===== src/rtl/fct_pkg.sv =====
package fct_pkg;
   localparam int N_CTR = 5;
   localparam int N_ALARM = 2;
   localparam int BCD_DIGITS = 4;
   // clock and oscillator rates
   localparam int CLK_HZ = 40_000_000;
   localparam int OSC_HZ = 8_000_000;
   localparam logic [2:0] PRE_LAST = 3'(CLK_HZ / OSC_HZ - 1);
   // host strobe stretch
   localparam int STRETCH_NS = 400;
   localparam int STRETCH_CYC = (STRETCH_NS * (CLK_HZ / 1_000_000) + 999) / 1000;
   localparam logic [4:0] STRETCH_LOAD = 5'(STRETCH_CYC - 3);
   // card registers, selected by the two low word-address bits
   localparam logic [1:0] REG_DATA = 2'h0;
   localparam logic [1:0] REG_CTRL = 2'h1;
   localparam logic [1:0] REG_DIO = 2'h2;
   localparam logic [1:0] REG_OPT = 2'h3;
   // element codes behind the data register
   localparam logic [2:0] EL_MODE = 3'h0;
   localparam logic [2:0] EL_LOAD = 3'h1;
   localparam logic [2:0] EL_HOLD = 3'h2;
   localparam logic [2:0] EL_ALARM = 3'h3;
   localparam logic [2:0] EL_COUNT = 3'h4;
   // control register fields
   localparam int CTL_ARM_LSB = 8;
   localparam int CTL_DISARM_LSB = 13;
   localparam int CTL_CAPT_LSB = 18;
   localparam int CTL_LOAD_LSB = 23;
   localparam int CTL_SETPTR_BIT = 30;
   localparam int CTL_CLR_BIT = 31;
   // count limits
   localparam logic [15:0] BIN_MAX = 16'hFFFF;
   localparam logic [15:0] BCD_MAX = 16'h9999;
   localparam logic [3:0] BCD_DIGIT_MAX = 4'h9;
   localparam logic [15:0] TOD_MAX_MMSS = 16'h5959;
   localparam logic [15:0] TOD_MAX_HH = 16'h0023;
   localparam logic [7:0] TOD_SEC_MAX = 8'h59;
   localparam logic [7:0] BCD_BYTE_MAX = 8'h99;
   localparam logic [6:0] TOD_DIV50 = 7'h32;
   localparam logic [6:0] TOD_DIV60 = 7'h3C;
   localparam logic [6:0] TOD_DIV100 = 7'h64;
   localparam logic [1:0] TOD_HZ50 = 2'h0;
   localparam logic [1:0] TOD_HZ60 = 2'h1;
   localparam logic [1:0] TB_OFF = 2'h3;
   localparam logic [2:0] IRQ_LINES = 3'h6;
   localparam logic [5:0] IRQ_FIRST = 6'h01;

   typedef struct packed {
      logic reloadEn;
      logic [1:0] todHz;
      logic todEn;
      logic outEn;
      logic altReload;
      logic bcd;
      logic down;
      logic [2:0] gateSel;
      logic srcInv;
      logic spare;
      logic [2:0] srcSel;
   } fct_mode_t;

   typedef struct packed {
      logic doutDrive;
      logic [2:0] irqSel;
      logic stretch;
      logic [4:0] syncFall;
      logic [4:0] syncEn;
      logic [1:0] tbSel;
   } fct_opt_t;

   localparam fct_opt_t OPT_RST = '0;
   localparam fct_mode_t MODE_RST = '0;

   // one BCD count step, up or down, wrapping at 9999 / 0000
   function automatic logic [15:0] fctBcdStep(input logic [15:0] v,
                                              input logic dn);
      logic [15:0] r;
      logic cy;
      r = v;
      cy = 1'b1;
      for (int k = 0; k < BCD_DIGITS; k++) begin
         if (cy) begin
            if (dn) begin
               cy = (r[4*k +: 4] == 4'h0);
               r[4*k +: 4] = cy ? BCD_DIGIT_MAX : r[4*k +: 4] - 4'h1;
            end else begin
               cy = (r[4*k +: 4] == BCD_DIGIT_MAX);
               r[4*k +: 4] = cy ? 4'h0 : r[4*k +: 4] + 4'h1;
            end
         end
      end
      return r;
   endfunction : fctBcdStep
endpackage : fct_pkg


===== src/rtl/fct_card.sv =====
module fct_card (
   input wire logic ref_clk,
   input wire logic rst_b,
   input wire logic psel,
   input wire logic penable,
   input wire logic pwrite,
   input wire logic [11:0] paddr,
   input wire logic [31:0] pwdata,
   output logic [31:0] prdata,
   output logic pready,
   output logic pslverr,
   input wire logic [7:0] baseSwClosed,
   input wire logic [4:0] srcPin,
   input wire logic [4:0] gatePin,
   input wire logic lineHz,
   input wire logic [7:0] din,
   input wire logic dinEn,
   input wire logic irqIn,
   input wire logic intDisable,
   output wire [4:0] cntOut,
   output wire [4:0] cntOutOe,
   output logic [7:0] dout,
   output logic doutOe,
   output logic [5:0] irqLine
);

   fct_pkg::fct_opt_t opt_q;
   logic [5:0] ptr_q;
   logic [31:0] prdata_q;
   logic pready_q, pslverr_q;
   logic [4:0] waitCnt_q, strobeCyc_q;
   logic [2:0] preCnt_q, tbDiv_q;
   logic tbLvl_q;
   logic [7:0] inPort_q, dout_q;
   logic doutOe_q;
   logic irqIn_q, irqPend_q;
   logic [5:0] irqLine_q;
   logic [1:0] alarmFlag_q;
   wire [4:0][15:0] cntW, loadW, holdW, modeW, alarmW;
   wire [4:0] tcW, armedW, outLvlW;
   wire [1:0] alarmHitW;

   // timebase: 8 MHz tick from the 40 MHz clock, then three halving stages
   wire preTick = (preCnt_q == fct_pkg::PRE_LAST);
   wire tbOn = (opt_q.tbSel != fct_pkg::TB_OFF);
   wire tbSelLvl = tbOn & tbDiv_q[opt_q.tbSel];
   wire tbRise = tbSelLvl & ~tbLvl_q;
   wire tbFall = ~tbSelLvl & tbLvl_q;

   always_ff @(posedge ref_clk or negedge rst_b) begin
      if (!rst_b) begin
         preCnt_q <= 3'h0;
         tbDiv_q <= 3'h0;
         tbLvl_q <= 1'b0;
      end else begin
         preCnt_q <= preTick ? 3'h0 : preCnt_q + 3'h1;
         tbDiv_q <= preTick ? tbDiv_q + 3'h1 : tbDiv_q;
         tbLvl_q <= tbSelLvl;
      end
   end

   // address window: word address bits 9..2 against the switches
   wire [7:0] winAddr = paddr[11:4];
   wire [1:0] regSel = paddr[3:2];
   wire addrHit = (winAddr == ~baseSwClosed) &&
                  (winAddr[7:6] != 2'h0);
   wire setupPh = psel & ~penable;
   wire accPh = psel & penable;
   wire xferEnd = accPh & pready_q;
   wire wrEn = xferEnd & pwrite & addrHit;
   wire wrData = wrEn & (regSel == fct_pkg::REG_DATA);
   wire wrCtrl = wrEn & (regSel == fct_pkg::REG_CTRL);
   wire wrDio = wrEn & (regSel == fct_pkg::REG_DIO);
   wire wrOpt = wrEn & (regSel == fct_pkg::REG_OPT);

   // control register command fields
   wire [4:0] armSet = wrCtrl ? pwdata[fct_pkg::CTL_ARM_LSB +: 5] : 5'h00;
   wire [4:0] armClr = wrCtrl ? pwdata[fct_pkg::CTL_DISARM_LSB +: 5] : 5'h00;
   wire [4:0] captNow = wrCtrl ? pwdata[fct_pkg::CTL_CAPT_LSB +: 5] : 5'h00;
   wire [4:0] loadNow = wrCtrl ? pwdata[fct_pkg::CTL_LOAD_LSB +: 5] : 5'h00;
   wire clrFlags = wrCtrl & pwdata[fct_pkg::CTL_CLR_BIT];
   wire setPtr = wrCtrl & pwdata[fct_pkg::CTL_SETPTR_BIT];

   // indirect element read through the pointer
   wire [2:0] ptrCtr = ptr_q[2:0];
   wire [2:0] ptrEl = ptr_q[5:3];
   wire ptrOk = (ptrCtr < 3'(fct_pkg::N_CTR));
   wire [15:0] elemRd =
      !ptrOk ? 16'h0000 :
      (ptrEl == fct_pkg::EL_MODE) ? modeW[ptrCtr] :
      (ptrEl == fct_pkg::EL_LOAD) ? loadW[ptrCtr] :
      (ptrEl == fct_pkg::EL_HOLD) ? holdW[ptrCtr] :
      (ptrEl == fct_pkg::EL_ALARM) ? alarmW[ptrCtr] :
      (ptrEl == fct_pkg::EL_COUNT) ? cntW[ptrCtr] : 16'h0000;
   wire [31:0] statusRd = {irqPend_q, 5'h00, alarmFlag_q, 3'h0, outLvlW,
                           3'h0, armedW, 2'h0, ptr_q};
   wire [31:0] rdMux =
      (regSel == fct_pkg::REG_DATA) ? {16'h0000, elemRd} :
      (regSel == fct_pkg::REG_CTRL) ? statusRd :
      (regSel == fct_pkg::REG_DIO) ? {16'h0000, inPort_q, dout_q} :
      {15'h0000, opt_q};

   // bus answer: one wait state, or a stretched strobe when enabled
   always_ff @(posedge ref_clk or negedge rst_b) begin
      if (!rst_b) begin
         waitCnt_q <= 5'h00;
         pready_q <= 1'b0;
         pslverr_q <= 1'b0;
         prdata_q <= 32'h0000_0000;
      end else if (setupPh) begin
         waitCnt_q <= opt_q.stretch ? fct_pkg::STRETCH_LOAD : 5'h00;
         pready_q <= 1'b0;
         pslverr_q <= 1'b0;
      end else if (accPh && !pready_q) begin
         if (waitCnt_q == 5'h00) begin
            pready_q <= 1'b1;
            prdata_q <= addrHit ? rdMux : 32'h0000_0000;
            pslverr_q <= ~addrHit;
         end else begin
            waitCnt_q <= waitCnt_q - 5'h01;
         end
      end else begin
         pready_q <= 1'b0;
         pslverr_q <= 1'b0;
      end
   end

   // helper count of strobe cycles, read only by the checks
   always_ff @(posedge ref_clk or negedge rst_b) begin
      if (!rst_b) begin
         strobeCyc_q <= 5'h00;
      end else begin
         strobeCyc_q <= setupPh ? 5'h01 : strobeCyc_q + {4'h0, psel};
      end
   end

   // option, pointer and flag registers; hardware set beats software clear
   always_ff @(posedge ref_clk or negedge rst_b) begin
      if (!rst_b) begin
         opt_q <= fct_pkg::OPT_RST;
         ptr_q <= 6'h00;
         alarmFlag_q <= 2'h0;
      end else begin
         if (wrOpt) opt_q <= pwdata[$bits(fct_pkg::fct_opt_t)-1:0];
         if (setPtr) ptr_q <= pwdata[5:0];
         alarmFlag_q <= (alarmFlag_q & ~{2{clrFlags}}) | alarmHitW;
      end
   end

   // digital ports; input latch follows while enabled, else holds
   always_ff @(posedge ref_clk or negedge rst_b) begin
      if (!rst_b) begin
         inPort_q <= 8'h00;
         dout_q <= 8'h00;
         doutOe_q <= 1'b0;
      end else begin
         inPort_q <= dinEn ? din : inPort_q;
         dout_q <= wrDio ? pwdata[7:0] : dout_q;
         doutOe_q <= opt_q.doutDrive;
      end
   end

   // interrupt gate; disable high clears and blocks everything
   wire irqRise = irqIn & ~irqIn_q & ~intDisable;
   wire irqSelOk = (opt_q.irqSel < fct_pkg::IRQ_LINES);
   always_ff @(posedge ref_clk or negedge rst_b) begin
      if (!rst_b) begin
         irqIn_q <= 1'b0;
         irqPend_q <= 1'b0;
         irqLine_q <= 6'h00;
      end else begin
         irqIn_q <= irqIn;
         irqPend_q <= ~intDisable & ((irqPend_q & ~clrFlags) | irqRise);
         irqLine_q <= (irqPend_q && !intDisable && irqSelOk) ?
                      (fct_pkg::IRQ_FIRST << opt_q.irqSel) : 6'h00;
      end
   end

   // shared source and gate routing, any counter may pick any pin
   wire [7:0] gateVec = {2'b11, gatePin, 1'b1};

   genvar i;
   generate
      for (i = 0; i < fct_pkg::N_CTR; i++) begin : g_ctr
         localparam int PREV = (i + fct_pkg::N_CTR - 1) % fct_pkg::N_CTR;
         localparam bit HAS_TOD = (i < fct_pkg::N_ALARM);
         fct_pkg::fct_mode_t mode_q;
         logic [15:0] cnt_q, load_q, hold_q;
         logic armed_q, srcSmp_q, gateSmp_q, srcPrev_q;
         logic altSel_q, tc_q, out_q, outOe_q;
         logic [6:0] pre_q;

         wire wrSel = wrData && (ptrCtr == 3'(i));
         wire [7:0] srcVec = {lineHz, tcW[PREV], srcPin, tbLvl_q};
         wire srcLvl = srcVec[mode_q.srcSel] ^ mode_q.srcInv;
         wire syncEvt = opt_q.syncFall[i] ? tbFall : tbRise;
         wire srcEff = opt_q.syncEn[i] ? srcSmp_q : srcLvl;
         wire gateEff = opt_q.syncEn[i] ? gateSmp_q :
                        gateVec[mode_q.gateSel];
         wire edgeSeen = srcEff & ~srcPrev_q;
         wire todOn = HAS_TOD && mode_q.todEn;
         wire preOn = todOn && (i == 0);
         wire [6:0] preDiv =
            (mode_q.todHz == fct_pkg::TOD_HZ50) ? fct_pkg::TOD_DIV50 :
            (mode_q.todHz == fct_pkg::TOD_HZ60) ? fct_pkg::TOD_DIV60 :
            fct_pkg::TOD_DIV100;
         wire preWrap = !preOn || (pre_q == preDiv - 7'h01);
         wire live = edgeSeen & armed_q & gateEff;
         wire step = live & preWrap;
         wire [15:0] topV = !todOn ? (mode_q.bcd ? fct_pkg::BCD_MAX :
                                      fct_pkg::BIN_MAX) :
                            (i == 0) ? fct_pkg::TOD_MAX_MMSS :
                            fct_pkg::TOD_MAX_HH;
         wire goDown = mode_q.down && !todOn;
         wire atTc = goDown ? (cnt_q == 16'h0000) : (cnt_q == topV);
         wire secWrap = (cnt_q[7:0] == fct_pkg::TOD_SEC_MAX);
         wire [15:0] todIn = secWrap ?
                             {cnt_q[15:8], fct_pkg::BCD_BYTE_MAX} : cnt_q;
         wire [15:0] stepV =
            todOn ? fct_pkg::fctBcdStep(todIn, 1'b0) :
            mode_q.bcd ? fct_pkg::fctBcdStep(cnt_q, mode_q.down) :
            mode_q.down ? cnt_q - 16'h0001 : cnt_q + 16'h0001;
         wire [15:0] reloadV = (mode_q.altReload && altSel_q) ?
                               hold_q : load_q;
         wire [15:0] tcV = todOn ? 16'h0000 :
                           mode_q.reloadEn ? reloadV : stepV;

         // count, reload and terminal count path
         always_ff @(posedge ref_clk or negedge rst_b) begin
            if (!rst_b) begin
               cnt_q <= 16'h0000;
               altSel_q <= 1'b0;
               tc_q <= 1'b0;
            end else begin
               tc_q <= step & atTc;
               if (loadNow[i]) begin
                  cnt_q <= load_q;
                  altSel_q <= 1'b0;
               end else if (step) begin
                  cnt_q <= atTc ? tcV : stepV;
                  altSel_q <= altSel_q ^ (atTc & mode_q.altReload);
               end
            end
         end

         // host-written registers of this counter
         always_ff @(posedge ref_clk or negedge rst_b) begin
            if (!rst_b) begin
               mode_q <= fct_pkg::MODE_RST;
               load_q <= 16'h0000;
               hold_q <= 16'h0000;
               armed_q <= 1'b0;
            end else begin
               if (wrSel && ptrEl == fct_pkg::EL_MODE) mode_q <= pwdata[15:0];
               if (wrSel && ptrEl == fct_pkg::EL_LOAD) load_q <= pwdata[15:0];
               if (captNow[i]) begin
                  hold_q <= cnt_q;
               end else if (wrSel && ptrEl == fct_pkg::EL_HOLD) begin
                  hold_q <= pwdata[15:0];
               end
               armed_q <= (armed_q & ~armClr[i]) | armSet[i];
            end
         end

         // input sampling and output pin; sampling only on timebase edges
         always_ff @(posedge ref_clk or negedge rst_b) begin
            if (!rst_b) begin
               srcSmp_q <= 1'b0;
               gateSmp_q <= 1'b0;
               srcPrev_q <= 1'b0;
               pre_q <= 7'h00;
               out_q <= 1'b0;
               outOe_q <= 1'b0;
            end else begin
               if (syncEvt) srcSmp_q <= srcLvl;
               if (syncEvt) gateSmp_q <= gateVec[mode_q.gateSel];
               srcPrev_q <= srcEff;
               if (!preOn) pre_q <= 7'h00;
               else if (live) pre_q <= preWrap ? 7'h00 : pre_q + 7'h01;
               out_q <= mode_q.outEn & (out_q ^ (step & atTc));
               outOe_q <= mode_q.outEn;
            end
         end

         if (HAS_TOD) begin : g_alarm
            logic [15:0] alarm_q;
            always_ff @(posedge ref_clk or negedge rst_b) begin
               if (!rst_b) begin
                  alarm_q <= 16'h0000;
               end else if (wrSel && ptrEl == fct_pkg::EL_ALARM) begin
                  alarm_q <= pwdata[15:0];
               end
            end
            assign alarmW[i] = alarm_q;
            assign alarmHitW[i] = armed_q && (cnt_q == alarm_q);
         end else begin : g_noalarm
            assign alarmW[i] = 16'h0000;
         end

         assign cntW[i] = cnt_q;
         assign loadW[i] = load_q;
         assign holdW[i] = hold_q;
         assign modeW[i] = mode_q;
         assign tcW[i] = tc_q;
         assign armedW[i] = armed_q;
         assign outLvlW[i] = out_q;
         assign cntOut[i] = out_q;
         assign cntOutOe[i] = outOe_q;

      end
   endgenerate

   assign prdata = prdata_q;
   assign pready = pready_q;
   assign pslverr = pslverr_q;
   assign dout = dout_q;
   assign doutOe = doutOe_q;
   assign irqLine = irqLine_q;
endmodule : fct_card


===== config.mk =====
export PLATFORM = sky130hd
export DESIGN_NAME = fct_card
export DESIGN_NICKNAME = d
export VERILOG_FILES = /design/src/rtl/fct_pkg.sv /design/src/rtl/fct_card.sv
export SDC_FILE = /design/constraint.sdc
export NUM_CORES = 2
export LEC_CHECK = 0
export BUFFER_PORTS_ARGS = -buffer_cell sky130_fd_sc_hd__buf_2
export CORE_ASPECT_RATIO = 1.4
export CORE_MARGIN = 2
export CORE_UTILIZATION = 45
export DETAILED_ROUTE_END_ITERATION = 8
export PLACE_DENSITY = 0.61
export SLEW_MARGIN = 20
export SYNTH_ARGS = -nofsm -noshare
export SYNTH_HDL_FRONTEND = slang
export SYNTH_SLANG_ARGS = --single-unit
export TNS_END_PERCENT = 5

===== constraint.sdc =====
create_clock -name ref_clk -period 5 [get_ports ref_clk]
set_input_delay 1 -clock ref_clk [delete_from_list [all_inputs] [get_ports ref_clk]]
set_output_delay 1 -clock ref_clk [all_outputs]
set_load 0.05 [all_outputs]

==> summary.txt <==
Outcome
  • Outcome: finished clean

Die
  • Core area: 78600 µm²
  • Site Rows: 122
  • Die Outline Area: 81300 µm²
  • I/O pin total: 138
  • Chip Height: 337 µm
  • Width of the die: 242 µm
  • Initial Utilization: 45.3%

Timing
  • Total of endpoints with negative setup slack in the final report: 0
  • Share of the clock period used by the worst path: 79.9%
  • Relative slew margins: 27.3%
  • Timing-limited maximum frequency: 0.250 GHz
  • Final critical-path required period: 4000 ps
  • Number of failing hold endpoints at the final stage: 0
  • Slew at the pin closest to its max-slew limit: 1080 ps
  • Setup skew after layout: 57.9 ps
  • Post-route setup TNS: 0 ps
  • RSZ-0062 raised after global routing: no
  • Final count of pins violating max slew: 0

Global route
  • GR Overflow Total: 0
  • Number of global-route vias before repair: 30480
  • Largest net degree at the start of global routing: 105
  • First-pass GRT wire length: 199000 µm
  • Overall Global Routing Usage: 32.1%
  • Antenna violations before repair: 7

Pwr
  • Sequential fraction of design power: 47.6%
  • Maximum VDD drop: 0.266 mV
  • Logic pwr share: 5.5%
  • Int Power: 6.32 mW
  • Power Density: 217 nW/µm²
  • Switching pwr: 2.09 mW
  • Static leakage: 17.6 nW
  • Total power consumption of the routed design: 8.40 mW
  • Switching share of total power: 24.8%
  • Clock group share of total power: 46.9%

Finish
  • Area overhead of the layout relative to synthesis: 8.84%
  • Footprint of the multi-input gates: 21600 µm²
  • Number of nets in the final layout: 4060
  • Number of inserted filler cells in the final layout: 7508
  • Commonest cells after routing, fill and taps aside: 484 x dfrtp_1, 337 x nand2_1, 336 x a21oi_1
  • Layout cells sized above 1: 18.0%
  • Storage element area: 12200 µm²
  • Post-route non-filler standard cell count: 4987
  • Leading cell type in the layout, fill and taps excluded: dfrtp_1

Critical path
  • Critical path fanouts, max: 13
  • Worst reg-to-reg setup slack: 1000 ps
  • CP Capture Type: register
  • Endpoint of the worst-slack reg-to-reg timing path: g_ctr[4].cnt_q[14]
  • Worst r2r src: g_ctr[4].goDown
  • Data required time at the worst endpoint: 5480 ps
  • Startpoint class of the critical path: register
  • Worst Path Class, Setup: reg -> reg
  • Data arrival, critical path: 4480 ps
  • Depth of the worst register-to-register path: 10
  • Worst setup path start: g_ctr[4].goDown

Route
  • Antenna violation net count after detailed routing: 0
  • Routed len/inst: 26.7 µm
  • Via count: 32107
  • Via density per instance: 6.44
  • Number of search-and-repair iterations in the first detailed-routing pass: 6
  • Residual DRC: 0
  • Iteration-0 DRC Markers: 3121
  • Routed Wire Length: 133000 µm

Synthesis
  • Average instance area after synthesis: 8.99 µm²
  • Number of storage elements in the synthesis netlist: 487
  • Post-Synthesis Cell Area: 35600 µm²
  • Top flip-flop cell by instance count after synthesis: dfrtp_1
  • Share of synthesized area occupied by flip-flops and latches: 34.3%
  • Total of warnings raised by yosys: 0
  • Number of synthesized flops with an enable pin: 0
  • Share of synthesized flip-flops with an asynchronous set or reset: 100%
  • Syn Inst Count: 3955
  • Synth unique cells: 96

Clock tree
  • Post-CTS Hold Buffers: 0
  • Clock root buffer: clkbuf_16
  • CTS tree: built
  • Total CTS buffers: 51
  • Clock Tree Buf Depth: 3
  • Clock slew at the register clock pins of the worst setup and hold paths: 60 ps
  • Count of instances resized after the clock tree is built: 0
  • Setup Fix Bufs, Post-CTS: 0
  • CTS sink count: 487
  • Clock latency at the later pin of the worst-skew pair: 640 ps
  • Number of H-tree branching levels: 2

Placed design
  • Routability-driven placement congestion ratio: 1.01
  • Number of port buffers: 125
  • Post-detail-place hpwl: 98000 µm
  • Inst Count DP: 4895

Run
  • Max-cap check violation count: 0

Min path
  • Hold path startpoint: opt_q[16]
  • Number of stages on the worst hold path: 0
  • Capture endpoint of the worst hold path: doutOe
  • Hold Path Class: reg -> reg
layer usage:
layer / global-route usage, % / share of wire [%] / wire length [µm] / up-vias
li1: - / - / - / 14459
met1: 38.2 / 38 / 50500 / 15916
met2: 54.7 / 48 / 63900 / 1340
met3: 5.58 / 7.3 / 9700 / 386
met4: 18.8 / 6.9 / 9260 / 6
met5: 0 / 0.032 / 43 / -
through the flow:
step           cell area, µm²  hold slack, ps  setup slack [ps]  util, %
3_3_place_gp            37000             403               778     47.1
6_report                38700             413              1000     49.2
5_1_grt                 38700             442               920     49.2
4_1_cts                 38700             411              1010     49.2
2_1_floorplan           35600             364              1800        -
3_5_place_dp            37000             397               744     47.1
cell families (layout without fill, tap and decap cells):
family	count (synthesis)	in the layout	share of synthesized area [%]
xor gates and xnor gates	166	166	4.09
buffers and inverters	433	403	5.04
DFF	487	487	34.3
other	1	9	0.0105
and+or+nand+nor	1164	1164	16.1
adders and majority gates	87	87	3.17
AOI/OAI and AO/OA	1120	1120	19.9
muxes	497	497	17.5
flip-flops by register name, summed over array words and instances, names as in the netlist, 17 cells and up:
register               cells
g_ctr.load_q              80
g_ctr.mode_q              75
g_ctr.cnt_q               80
prdata                    24
opt_q                     17
g_ctr.hold_q              80
g_ctr.g_alarm.alarm_q     32
synthesized netlist by cell type, types with 17 or more instances:
cell type  instances  area, µm²
a22oi_1           28        210
buf_2             52        260
xor2_1            59        517
dfrtp_1          487      12200
nand3b_1          23        173
a21o_1            27        203
o22ai_1           18        113
o31ai_1           34        255
o21a_1            20        150
mux4_2            73       1640
nor4_1            27        169
ha_1              82       1030
nand3_1          117        586
buf_4             25        188
o211ai_1          33        248
and2_1            29        181
a211o_1           17        149
mux2_2           257       2890
mux2i_1          166       1660
inv_1             65        244
nor2b_1           44        275
a31oi_1           37        231
nand2b_1          37        231
a221oi_1          29        254
nor3b_1           18        135
buf_1             41        154
clkbuf_1         244        916
a211oi_1          74        556
and3_1            47        294
xnor2_1          107        937
o21ai_0          295       1480
nor3_1            89        445
nor2_1           273       1020
a22o_1            24        210
a21oi_1          336       1680
nand2_1          337       1260
nand4_1           33        206
critical path: stages (launching register included):
cell and delay [ps]:
dfrtp_1 690, clkinv_1 520, ha_1 500, o21a_1 130, o31a_1 120, o221a_2 270
o41ai_1 810, o21ai_0 270, xnor2_1 180, o21a_1 180, o31ai_1 220
worst max path at each step:
stage | endpoint | slack (ps) | cells after the start
after floorplan | g_ctr[2].cnt_q[15] | 1800 | 12
after global placement | g_ctr[0].cnt_q[13] | 780 | 11
after detailed placement | g_ctr[0].cnt_q[13] | 740 | 11
after CTS | g_ctr[4].cnt_q[14] | 1010 | 10
after global routing | g_ctr[4].cnt_q[14] | 920 | 10
final | g_ctr[4].cnt_q[14] | 1000 | 10
layout make-up:
type | count | share of cell area [%]
clock buffer | 77 | 3.94
inverter | 70 | 0.679
tap | 1054 | 3.41
timing repair buffer | 242 | 4.10
antenna | 1 | 0.00646
sequential | 487 | 31.5
clock inverter | 14 | 0.452
multi-input combinational | 3042 | 55.9
power groups by stage:
| stage | clock network, mW | logic (mW) | registers (mW) |
|---|---|---|---|
| floorplan | 0 | 0.215 | 4.08 |
| global placement | 0 | 0.456 | 4.07 |
| detailed placement | 0 | 0.458 | 4.07 |
| CTS | 3.96 | 0.459 | 4.00 |
| global route | 4.11 | 0.503 | 4.00 |
| finish | 3.94 | 0.462 | 4.00 |
No activity file was read; power rests on OpenSTA's default activity.
